`config.mk`:
```
export PLATFORM = sky130hd
export DESIGN_NAME = tbfo_top
export DESIGN_NICKNAME = d
export VERILOG_FILES = /design/src/verilog/tbfo_pkg.sv /design/src/verilog/tbfo_top.sv
export VERILOG_INCLUDE_DIRS = /design/src /design/src/verilog
export SDC_FILE = /design/constraint.sdc
export NUM_CORES = 1
export LEC_CHECK = 0
export ABC_AREA = 1
export CELL_PAD_IN_SITES_DETAIL_PLACEMENT = 1
export CELL_PAD_IN_SITES_GLOBAL_PLACEMENT = 2
export CORE_MARGIN = 4
export CORE_UTILIZATION = 37
export CTS_CLUSTER_DIAMETER = 150
export DETAILED_ROUTE_END_ITERATION = 6
export DONT_BUFFER_PORTS = 1
export HOLD_SLACK_MARGIN = 0.03
export PLACE_DENSITY_LB_ADDON = 0.1
export SYNTH_ARGS = -nofsm -noshare
export SYNTH_HDL_FRONTEND = slang
export SYNTH_SLANG_ARGS = --single-unit
```
`constraint.sdc`:
```
create_clock -name aclk -period 4 [get_ports aclk]
set_clock_uncertainty 0.15 [all_clocks]
set_input_delay 0 -clock aclk [delete_from_list [all_inputs] [get_ports aclk]]
set_output_delay 0 -clock aclk [all_outputs]
set_load 0.02 [all_outputs]
```
`src/verilog/tbfo_defs.svh`:
```
// register map, field positions, reset values and bus codes of the framing block
`ifndef TBFO_DEFS_SVH
`define TBFO_DEFS_SVH
`define TBFO_IDX_CTRL     6'h1e
`define TBFO_IDX_STS      6'h20
`define TBFO_IDX_MASK     6'h21
`define TBFO_ADDR_CTRL    {`TBFO_IDX_CTRL, 2'b00}
`define TBFO_ADDR_STS     {`TBFO_IDX_STS, 2'b00}
`define TBFO_ADDR_MASK    {`TBFO_IDX_MASK, 2'b00}
`define TBFO_CTRL_RST     8'h00
`define TBFO_CTRL_WMASK   8'hdf
`define TBFO_B_RX_SOF_REQ 7
`define TBFO_B_RX_EOF_REQ 6
`define TBFO_B_WIDTH_MAX  4
`define TBFO_B_TX_NO_SOF  3
`define TBFO_B_TX_NO_EOF  2
`define TBFO_STS_RST      4'h0
`define TBFO_MASK_RST     4'h0
`define TBFO_S_RX_DONE    0
`define TBFO_S_PROTO_ERR  1
`define TBFO_S_RX_DROP    2
`define TBFO_S_TX_DONE    3
`define TBFO_ADJ_FC       12'h008
`define TBFO_ADJ_LO_ETU   11
`define TBFO_ADJ_HI_ETU   2
`define TBFO_CHAR_BITS    4'h9
`define TBFO_RESP_OKAY    2'b00
`define TBFO_RESP_SLVERR  2'b10
`endif

```
`src/verilog/tbfo_pkg.sv`:
```
// state types of the framing block
package tbfo_pkg;
   typedef enum logic [2:0] {
      TX_IDLE   = 3'b000,
      TX_SOF_LO = 3'b001,
      TX_SOF_HI = 3'b010,
      TX_LOAD   = 3'b011,
      TX_DATA   = 3'b100,
      TX_EGT    = 3'b101,
      TX_EOF_LO = 3'b110
   } tbfo_tx_st_t;
   typedef enum logic [1:0] {
      RX_IDLE = 2'b00,
      RX_DATA = 2'b01,
      RX_DROP = 2'b10
   } tbfo_rx_st_t;
endpackage

```
`src/verilog/tbfo_top.sv`:
```
// type b framing options: delimiter handling on receive and transmit, axi4-lite registers
//
// How it works
// - sof required: stream without sof is dropped
// - sof optional: any sof stripped, never stored
// - eof required: missing eof flags protocol error
// - eof optional: any eof stripped, never stored
// - width one, adjust zero: maximum delimiter lengths
// - width zero, adjust zero: minimum delimiter lengths
// - both one: 11etu-8, 2etu+8, 11etu-8 cycles
// - tx sof suppress bit omits sof
// - tx eof suppress bit omits eof
// - egt field adds 0 to 3 etu
// - bit 5 reserved, reads zero
// - control register resets to 00h
`timescale 1ns/1ps
`include "tbfo_defs.svh"
module tbfo_top #(
   parameter int ETU_FC     = 128,
   parameter int SOF_LO_MIN = 10,
   parameter int SOF_LO_MAX = 11,
   parameter int SOF_HI_MIN = 2,
   parameter int SOF_HI_MAX = 3
) (
   input  wire logic        aclk,
   input  wire logic        aresetn,
   input  wire logic        ce,
   input  wire logic [7:0]  awaddr,
   input  wire logic        awvalid,
   output logic             awready,
   input  wire logic [31:0] wdata,
   input  wire logic [3:0]  wstrb,
   input  wire logic        wvalid,
   output logic             wready,
   output logic [1:0]       bresp,
   output logic             bvalid,
   input  wire logic        bready,
   input  wire logic [7:0]  araddr,
   input  wire logic        arvalid,
   output logic             arready,
   output logic [31:0]      rdata,
   output logic [1:0]       rresp,
   output logic             rvalid,
   input  wire logic        rready,
   input  wire logic        delimiter_timing_adjust,
   input  wire logic        fc_tick,
   input  wire logic        tx_start,
   input  wire logic [7:0]  tx_data,
   input  wire logic        tx_valid,
   input  wire logic        tx_last,
   output logic             tx_ready,
   output logic             tx_out,
   output logic             tx_busy,
   input  wire logic        rx_sof,
   input  wire logic        rx_eof,
   input  wire logic        rx_end,
   input  wire logic        rx_byte_valid,
   input  wire logic [7:0]  rx_byte,
   output logic             fifo_wr,
   output logic [7:0]       fifo_data,
   output logic             irq
);
   localparam logic [11:0] ETU    = 12'(ETU_FC);
   localparam logic [11:0] MIN_LO = 12'(ETU_FC * SOF_LO_MIN);
   localparam logic [11:0] MAX_LO = 12'(ETU_FC * SOF_LO_MAX);
   localparam logic [11:0] MIN_HI = 12'(ETU_FC * SOF_HI_MIN);
   localparam logic [11:0] MAX_HI = 12'(ETU_FC * SOF_HI_MAX);
   localparam logic [11:0] ADJ_LO = 12'(ETU_FC * `TBFO_ADJ_LO_ETU) - `TBFO_ADJ_FC;
   localparam logic [11:0] ADJ_HI = 12'(ETU_FC * `TBFO_ADJ_HI_ETU) + `TBFO_ADJ_FC;

   logic [7:0]  ctrl_r, ctrl_nxt;
   logic [3:0]  mask_r, mask_nxt;
   logic [3:0]  sts_r, sts_nxt;
   logic        sts_clr;
   logic        aw_have_r, aw_have_nxt, w_have_r, w_have_nxt;
   logic [7:0]  aw_addr_r, aw_addr_nxt;
   logic [31:0] w_data_r, w_data_nxt;
   logic [3:0]  w_strb_r, w_strb_nxt;
   logic        awready_nxt, wready_nxt, arready_nxt, bvalid_nxt, rvalid_nxt, irq_nxt;
   logic [1:0]  bresp_nxt, rresp_nxt;
   logic [31:0] rdata_nxt;
   logic [7:0]  wa;
   logic [31:0] wd;
   logic [3:0]  ws;

   tbfo_pkg::tbfo_tx_st_t tx_st_r, tx_st_nxt;
   logic [11:0] cyc_r, cyc_nxt, len, lo_len, hi_len;
   logic [3:0]  bit_r, bit_nxt;
   logic [9:0]  sh_r, sh_nxt;
   logic        last_r, last_nxt, tick_end, tx_done_ev;
   logic        tx_ready_nxt, tx_out_nxt, tx_busy_nxt;

   tbfo_pkg::tbfo_rx_st_t rx_st_r, rx_st_nxt;
   logic        eof_seen_r, eof_seen_nxt, fifo_wr_nxt;
   logic [7:0]  fifo_data_nxt;
   logic        rx_done_ev, err_ev, drop_ev;

   // register bus: write address and data may arrive in either order
   always_comb
   begin
      ctrl_nxt    = ctrl_r;
      mask_nxt    = mask_r;
      aw_have_nxt = aw_have_r;
      w_have_nxt  = w_have_r;
      aw_addr_nxt = aw_addr_r;
      w_data_nxt  = w_data_r;
      w_strb_nxt  = w_strb_r;
      bvalid_nxt  = bvalid;
      bresp_nxt   = bresp;
      rvalid_nxt  = rvalid;
      rresp_nxt   = rresp;
      rdata_nxt   = rdata;
      sts_clr     = 1'b0;
      wa          = aw_addr_r;
      wd          = w_data_r;
      ws          = w_strb_r;
      if (awvalid && awready)
      begin
         aw_have_nxt = 1'b1;
         aw_addr_nxt = awaddr;
         wa          = awaddr;
      end
      if (wvalid && wready)
      begin
         w_have_nxt = 1'b1;
         w_data_nxt = wdata;
         w_strb_nxt = wstrb;
         wd         = wdata;
         ws         = wstrb;
      end
      if (bvalid && bready)
         bvalid_nxt = 1'b0;
      if (aw_have_nxt && w_have_nxt && !bvalid)
      begin
         aw_have_nxt = 1'b0;
         w_have_nxt  = 1'b0;
         bvalid_nxt  = 1'b1;
         bresp_nxt   = `TBFO_RESP_OKAY;
         if (wa == `TBFO_ADDR_CTRL)
         begin
            if (ws[0])
               ctrl_nxt = wd[7:0] & `TBFO_CTRL_WMASK;
         end
         else if (wa == `TBFO_ADDR_MASK)
         begin
            if (ws[0])
               mask_nxt = wd[3:0];
         end
         else if (wa != `TBFO_ADDR_STS)
            bresp_nxt = `TBFO_RESP_SLVERR;
      end
      if (rvalid && rready)
         rvalid_nxt = 1'b0;
      if (arvalid && arready)
      begin
         rvalid_nxt = 1'b1;
         rresp_nxt  = `TBFO_RESP_OKAY;
         rdata_nxt  = 32'h0000_0000;
         if (araddr == `TBFO_ADDR_CTRL)
            rdata_nxt[7:0] = ctrl_r & `TBFO_CTRL_WMASK;
         else if (araddr == `TBFO_ADDR_STS)
         begin
            rdata_nxt[3:0] = sts_r;
            sts_clr        = 1'b1;
         end
         else if (araddr == `TBFO_ADDR_MASK)
            rdata_nxt[3:0] = mask_r;
         else
            rresp_nxt = `TBFO_RESP_SLVERR;
      end
      awready_nxt = !aw_have_nxt;
      wready_nxt  = !w_have_nxt;
      arready_nxt = !rvalid_nxt;
      // a read clears only what it returned; events of the same cycle survive
      sts_nxt = (sts_r & ~(sts_clr ? sts_r : 4'h0));
      sts_nxt[`TBFO_S_RX_DONE]   = sts_nxt[`TBFO_S_RX_DONE] | rx_done_ev;
      sts_nxt[`TBFO_S_PROTO_ERR] = sts_nxt[`TBFO_S_PROTO_ERR] | err_ev;
      sts_nxt[`TBFO_S_RX_DROP]   = sts_nxt[`TBFO_S_RX_DROP] | drop_ev;
      sts_nxt[`TBFO_S_TX_DONE]   = sts_nxt[`TBFO_S_TX_DONE] | tx_done_ev;
      irq_nxt = |(sts_nxt & mask_nxt);
   end

   always_ff @(posedge aclk)
   begin
      if (!aresetn)
      begin
         ctrl_r    <= `TBFO_CTRL_RST;
         mask_r    <= `TBFO_MASK_RST;
         sts_r     <= `TBFO_STS_RST;
         aw_have_r <= 1'b0;
         w_have_r  <= 1'b0;
         aw_addr_r <= 8'h00;
         w_data_r  <= 32'h0000_0000;
         w_strb_r  <= 4'h0;
         awready   <= 1'b1;
         wready    <= 1'b1;
         arready   <= 1'b1;
         bvalid    <= 1'b0;
         bresp     <= `TBFO_RESP_OKAY;
         rvalid    <= 1'b0;
         rresp     <= `TBFO_RESP_OKAY;
         rdata     <= 32'h0000_0000;
         irq       <= 1'b0;
      end
      else if (ce)
      begin
         ctrl_r    <= ctrl_nxt;
         mask_r    <= mask_nxt;
         sts_r     <= sts_nxt;
         aw_have_r <= aw_have_nxt;
         w_have_r  <= w_have_nxt;
         aw_addr_r <= aw_addr_nxt;
         w_data_r  <= w_data_nxt;
         w_strb_r  <= w_strb_nxt;
         awready   <= awready_nxt;
         wready    <= wready_nxt;
         arready   <= arready_nxt;
         bvalid    <= bvalid_nxt;
         bresp     <= bresp_nxt;
         rvalid    <= rvalid_nxt;
         rresp     <= rresp_nxt;
         rdata     <= rdata_nxt;
         irq       <= irq_nxt;
      end
   end

   // transmit sequencer, timed in carrier cycles counted on fc_tick
   always_comb
   begin
      // adjust without width is outside the standard; it falls back to minimum
      if (ctrl_r[`TBFO_B_WIDTH_MAX] && delimiter_timing_adjust)
      begin
         lo_len = ADJ_LO;
         hi_len = ADJ_HI;
      end
      else if (ctrl_r[`TBFO_B_WIDTH_MAX])
      begin
         lo_len = MAX_LO;
         hi_len = MAX_HI;
      end
      else
      begin
         lo_len = MIN_LO;
         hi_len = MIN_HI;
      end
      case (tx_st_r)
         tbfo_pkg::TX_SOF_LO : len = lo_len;
         tbfo_pkg::TX_SOF_HI : len = hi_len;
         tbfo_pkg::TX_EOF_LO : len = lo_len;
         default             : len = ETU;
      endcase
      tx_st_nxt  = tx_st_r;
      cyc_nxt    = cyc_r;
      bit_nxt    = bit_r;
      sh_nxt     = sh_r;
      last_nxt   = last_r;
      tx_done_ev = 1'b0;
      tick_end   = fc_tick && (cyc_r == len - 12'h001);
      if (fc_tick && tx_st_r != tbfo_pkg::TX_IDLE && tx_st_r != tbfo_pkg::TX_LOAD)
         cyc_nxt = tick_end ? 12'h000 : cyc_r + 12'h001;
      case (tx_st_r)
         tbfo_pkg::TX_IDLE :
            if (tx_start)
            begin
               cyc_nxt = 12'h000;
               if (ctrl_r[`TBFO_B_TX_NO_SOF])
                  tx_st_nxt = tbfo_pkg::TX_LOAD;
               else
                  tx_st_nxt = tbfo_pkg::TX_SOF_LO;
            end
         tbfo_pkg::TX_SOF_LO :
            if (tick_end)
               tx_st_nxt = tbfo_pkg::TX_SOF_HI;
         tbfo_pkg::TX_SOF_HI :
            if (tick_end)
               tx_st_nxt = tbfo_pkg::TX_LOAD;
         tbfo_pkg::TX_LOAD :
            if (tx_ready && tx_valid)
            begin
               sh_nxt    = {1'b1, tx_data, 1'b0};
               last_nxt  = tx_last;
               bit_nxt   = 4'h0;
               cyc_nxt   = 12'h000;
               tx_st_nxt = tbfo_pkg::TX_DATA;
            end
         tbfo_pkg::TX_DATA :
            if (tick_end)
            begin
               sh_nxt  = {1'b1, sh_r[9:1]};
               bit_nxt = bit_r + 4'h1;
               if (bit_r == `TBFO_CHAR_BITS)
               begin
                  bit_nxt = 4'h0;
                  if (last_r && ctrl_r[`TBFO_B_TX_NO_EOF])
                  begin
                     tx_st_nxt  = tbfo_pkg::TX_IDLE;
                     tx_done_ev = 1'b1;
                  end
                  else if (last_r)
                     tx_st_nxt = tbfo_pkg::TX_EOF_LO;
                  else if (ctrl_r[1:0] != 2'b00)
                     tx_st_nxt = tbfo_pkg::TX_EGT;
                  else
                     tx_st_nxt = tbfo_pkg::TX_LOAD;
               end
            end
         tbfo_pkg::TX_EGT :
            if (tick_end)
            begin
               bit_nxt = bit_r + 4'h1;
               if (bit_r == {2'b00, ctrl_r[1:0]} - 4'h1)
               begin
                  bit_nxt   = 4'h0;
                  tx_st_nxt = tbfo_pkg::TX_LOAD;
               end
            end
         tbfo_pkg::TX_EOF_LO :
            if (tick_end)
            begin
               tx_st_nxt  = tbfo_pkg::TX_IDLE;
               tx_done_ev = 1'b1;
            end
         default :
            tx_st_nxt = tbfo_pkg::TX_IDLE;
      endcase
      case (tx_st_nxt)
         tbfo_pkg::TX_SOF_LO : tx_out_nxt = 1'b0;
         tbfo_pkg::TX_EOF_LO : tx_out_nxt = 1'b0;
         tbfo_pkg::TX_DATA   : tx_out_nxt = sh_nxt[0];
         default             : tx_out_nxt = 1'b1;
      endcase
      tx_ready_nxt = (tx_st_nxt == tbfo_pkg::TX_LOAD);
      tx_busy_nxt  = (tx_st_nxt != tbfo_pkg::TX_IDLE);
   end

   always_ff @(posedge aclk)
   begin
      if (!aresetn)
      begin
         tx_st_r  <= tbfo_pkg::TX_IDLE;
         cyc_r    <= 12'h000;
         bit_r    <= 4'h0;
         sh_r     <= 10'h3ff;
         last_r   <= 1'b0;
         tx_ready <= 1'b0;
         tx_out   <= 1'b1;
         tx_busy  <= 1'b0;
      end
      else if (ce)
      begin
         tx_st_r  <= tx_st_nxt;
         cyc_r    <= cyc_nxt;
         bit_r    <= bit_nxt;
         sh_r     <= sh_nxt;
         last_r   <= last_nxt;
         tx_ready <= tx_ready_nxt;
         tx_out   <= tx_out_nxt;
         tx_busy  <= tx_busy_nxt;
      end
   end

   // receive filter: delimiters never reach the fifo
   always_comb
   begin
      rx_st_nxt     = rx_st_r;
      eof_seen_nxt  = eof_seen_r;
      fifo_wr_nxt   = 1'b0;
      fifo_data_nxt = fifo_data;
      rx_done_ev    = 1'b0;
      err_ev        = 1'b0;
      drop_ev       = 1'b0;
      case (rx_st_r)
         tbfo_pkg::RX_IDLE :
         begin
            eof_seen_nxt = 1'b0;
            if (rx_sof)
               rx_st_nxt = tbfo_pkg::RX_DATA;
            else if (rx_byte_valid && ctrl_r[`TBFO_B_RX_SOF_REQ])
            begin
               rx_st_nxt = tbfo_pkg::RX_DROP;
               drop_ev   = 1'b1;
            end
            else if (rx_byte_valid)
            begin
               fifo_wr_nxt   = 1'b1;
               fifo_data_nxt = rx_byte;
               rx_st_nxt     = tbfo_pkg::RX_DATA;
            end
         end
         tbfo_pkg::RX_DATA :
         begin
            // bytes after the eof are not data of this frame
            if (rx_byte_valid && !eof_seen_r)
            begin
               fifo_wr_nxt   = 1'b1;
               fifo_data_nxt = rx_byte;
            end
            if (rx_eof)
               eof_seen_nxt = 1'b1;
            if (rx_end)
            begin
               rx_st_nxt  = tbfo_pkg::RX_IDLE;
               rx_done_ev = 1'b1;
               if (ctrl_r[`TBFO_B_RX_EOF_REQ] && !eof_seen_r && !rx_eof)
                  err_ev = 1'b1;
            end
         end
         tbfo_pkg::RX_DROP :
            if (rx_end)
               rx_st_nxt = tbfo_pkg::RX_IDLE;
         default :
            rx_st_nxt = tbfo_pkg::RX_IDLE;
      endcase
   end

   always_ff @(posedge aclk)
   begin
      if (!aresetn)
      begin
         rx_st_r    <= tbfo_pkg::RX_IDLE;
         eof_seen_r <= 1'b0;
         fifo_wr    <= 1'b0;
         fifo_data  <= 8'h00;
      end
      else if (ce)
      begin
         rx_st_r    <= rx_st_nxt;
         eof_seen_r <= eof_seen_nxt;
         fifo_wr    <= fifo_wr_nxt;
         fifo_data  <= fifo_data_nxt;
      end
   end
endmodule
```
==> tab_implementation.tex <==
\begin{tabular}{lr}
\hline
Metric & Value \\
\hline
\multicolumn{2}{l}{\textbf{Floorplan}} \\
\quad Core footprint & 13,900 sq um \\
\quad Die Area & 16,100 sq um \\
\quad DIE HEIGHT & between 100 and 150 um \\
\quad Initial core utilization & 0.378 \\
\quad I/O pin cnt & 139 \\
\quad \# rows & between 40 and 50 \\
\quad Width of the die & 127 um \\
\multicolumn{2}{l}{\textbf{Critical path}} \\
\quad CP Launch Type & input port \\
\quad Critical Setup Path Class & input port to flip-flop \\
\quad Critical path capture point type & flip-flop \\
\quad CP arrival & 3.43 ns \\
\quad Worst EP required & 4.15 ns \\
\quad Largest fanout on the critical path & 4 \\
\multicolumn{2}{l}{\textbf{Drt}} \\
\quad First-iteration detailed-routing DRC count & 199 \\
\quad Total vias in the final route & 5,208 \\
\quad Routed wire length & 16,100 um \\
\quad Number of nets with antenna violations after detailed routing & 0 \\
\quad First-pass iteration count of the detailed router & 4 \\
\quad Per-cell routed wire length & 15.9 um \\
\quad Drc violations & 0 \\
\quad Number of vias per cell after detailed routing & 5.17 \\
\multicolumn{2}{l}{\textbf{Place}} \\
\quad Area after detailed placement & 5260 sq um \\
\quad Routability congestion estimate from global placement & around 0.83 \\
\quad IO Port Bufs & 0 \\
\quad HPWL Detailed & 10,900 um \\
\multicolumn{2}{l}{\textbf{Final layout}} \\
\quad Post-layout net count & 915 \\
\quad Antenna diode count & 0 \\
\quad Post-Route Utilization & 0.448 \\
\quad Layout-stage area growth over the synthesis result & 18.7\% \\
\quad Post-layout instance area & 6220 sq um \\
\quad Fraction of layout instances using a drive strength above 1 & 0.0641 \\
\multicolumn{2}{l}{\textbf{Global routing}} \\
\quad Vias in the first global route & approximately 5,400 \\
\quad Antenna violations before repair & 1 \\
\quad Total congestion overflow & 0 \\
\quad Combined global-route utilization of all metal layers & 0.202 \\
\quad First-pass GRT wire length & approximately 27,000 um \\
\quad Maximum number of pins on one net before global-route repair & 48 \\
\multicolumn{2}{l}{\textbf{STA}} \\
\quad Total count of hold-check failures in the final report & 0 \\
\quad Max frequency & 0.305 GHz \\
\quad Summed negative setup slack over all endpoints & 0 ns \\
\quad Setup-violating endpoint count in the final report & 0 \\
\quad Worst max-slew margin expressed relative to the limit & 0.451 \\
\quad Slew of the pin with the lowest slew margin & 0.821 ns \\
\quad Period utilization & 0.821 \\
\quad Unrepaired setup endpoints after global routing & no \\
\quad Number of max-slew violations in the final report & 0 \\
\quad Final min period & approximately 3.3 ns \\
\multicolumn{2}{l}{\textbf{Clocking}} \\
\quad CTS clk-pin slew, worst paths & 0.07 ns \\
\quad Number of buffers inserted by post-CTS setup repair & 0 \\
\quad Insertion delay of the later-clocked pin in the worst-skew pair & 0.35 ns \\
\quad Depth of the CTS H-tree & 3 \\
\quad Clock buffers created by TritonCTS & 9 \\
\quad Cell chosen for the clock root & clkbuf\_16 \\
\quad Number of clock sinks & 93 \\
\quad Number of buffers between clock root and the deepest sink & 2 \\
\quad Number of gates resized after CTS & 0 \\
\quad TritonCTS clock tree & built \\
\multicolumn{2}{l}{\textbf{Yosys}} \\
\quad Share of the yosys chip area belonging to registers & 0.355 \\
\quad Area contributors post-synth & dfxtp\_1, nand2\_1, inv\_1 \\
\quad Area share of the leading cell type in the synthesized netlist & 0.355 \\
\quad Most used DFF post-synth & dfxtp\_1 \\
\quad Async set or reset register ratio after synthesis & 0 \\
\quad Mean area per synthesized cell & 6.79 sq um \\
\quad Leading post-synthesis cells by instance count & nand2\_1, inv\_1, dfxtp\_1, a21oi\_1, o21ai\_0 \\
\quad Post-synthesis instance area & about 5200 sq um \\
\quad Warnings, synthesis & 0 \\
\quad Library cell occupying the most area in the post-synthesis netlist & dfxtp\_1 \\
\quad Number of distinct library cells after synthesis & 48 \\
\quad Number of instances in the synthesized netlist & 772 \\
\quad Post-synth EDFFs & 0 \\
\quad Cell with the most instances after synthesis & nand2\_1 \\
\quad Number of synthesized register bits & 93 \\
\multicolumn{2}{l}{\textbf{Pwr}} \\
\quad Static Leak & 2.69 nW \\
\quad Power Density & 372 nW/um\^{}2 \\
\quad Maximum ir drop on the vdd rail & around 0.18 mV \\
\multicolumn{2}{l}{\textbf{Run}} \\
\quad Number of max-cap violations & 0 \\
\multicolumn{2}{l}{\textbf{Status}} \\
\quad Result of the run & finished, final reports clean \\
\multicolumn{2}{l}{\textbf{Worst hold path}} \\
\quad Path category of the worst min-delay check & input port to flip-flop \\
\hline
\end{tabular}
-- cell usage in the layout, fill, tap and decap left out, types with 27 or more instances in the layout --
cell type,count
a21oi_1,81
conb_1,27
dfxtp_1,93
dlygate4sd3_1,62
inv_1,118
nand2_1,139
nand3_1,41
nor2_1,46
o21ai_0,79
-- layer usage --
| layer | GRT usage | part of all wire | up-vias |
|---|---|---|---|
| met1 | 0.254 | 0.45 | 2515 |
| met3 | 0.0401 | 0.045 | 17 |
| li1 | - | - | 2585 |
| met2 | 0.356 | 0.49 | 89 |
| met5 | 0 | 0.00081 | - |
| met4 | 0.0517 | 0.013 | 2 |
-- power breakdown --
group	switching (mW)	total, mW	internal [mW]
registers	0.0675	1.05	0.984
logic	0.243	0.377	0.134
clock network	0.382	0.886	0.504
total	0.693	2.31	1.62
-- repair_timing --
action / 4_1_cts / 5_1_grt
setup endpoints to repair: 0 / 0
hold buffers: 64 / 0
endpoints found under the hold margin: 90 / 0
-- stage by stage --
stage / cells / hold WS (ns) / power [mW] / worst slack, ns
2_1_floorplan: 798 / 0.0148 / 1.33 / 1.62
4_1_cts: 1007 / 0.0367 / 2.35 / 0.755
6_report: 1007 / 0.0353 / 2.31 / 0.717
3_3_place_gp: 927 / -0.0764 / 1.36 / 1.03
5_1_grt: 1007 / 0.0818 / 2.44 / 0.462
3_5_place_dp: 927 / -0.0664 / 1.38 / 1.01
-- final timing paths --
path,start,endpoint,slack (ns),depth (start not counted)
max,araddr[3],rdata[0],0.72,9
min,araddr[7],sts_r[1],0.04,5
max reg2reg,tx_st_r[0],tx_st_r[0],0.73,19
min reg2reg,sh_r[9],sh_r[9],0.31,2
-- cell families after synthesis --
family / share of synthesized area
AO/OA/AOI/OAI: 0.226
XOR/XNOR: 0.0117
adder cells (fa/ha/maj): 0.0191
buffers and inverters: 0.152
flip-flops: 0.355
other: 0.000715
AND/OR/NAND/NOR: 0.235
-- state kept, by name (all words and copies together) (netlist names), 2 cells and up --
signal / count
aw_addr_r: 8
bit_r: 4
ctrl_r: 7
cyc_r: 12
fifo_data: 8
mask_r: 4
rdata: 7
rx_st_r: 2
sh_r: 10
sts_r: 4
tx_st_r: 3
w_data_r: 7
-- final cells by class --
type	count	area (sq um)
sequential	93	1860
clock inverter	5	57.6
clock buffer	11	243
tap	180	225
fill	1779	7660
timing repair buffer	68	691
inverter	124	465
multi-input combinational	526	2680
-- worst max-delay path: stages --
cell	delay, ns
dlygate4sd3_1	0.57
nor4_1	0.71
nand2_1	0.09
dlygate4sd3_1	0.63
o22ai_1	0.12
dlygate4sd3_1	0.56
inv_1	0.04
a31oi_1	0.13
dlygate4sd3_1	0.57
No activity file was read; power rests on OpenSTA's default activity.
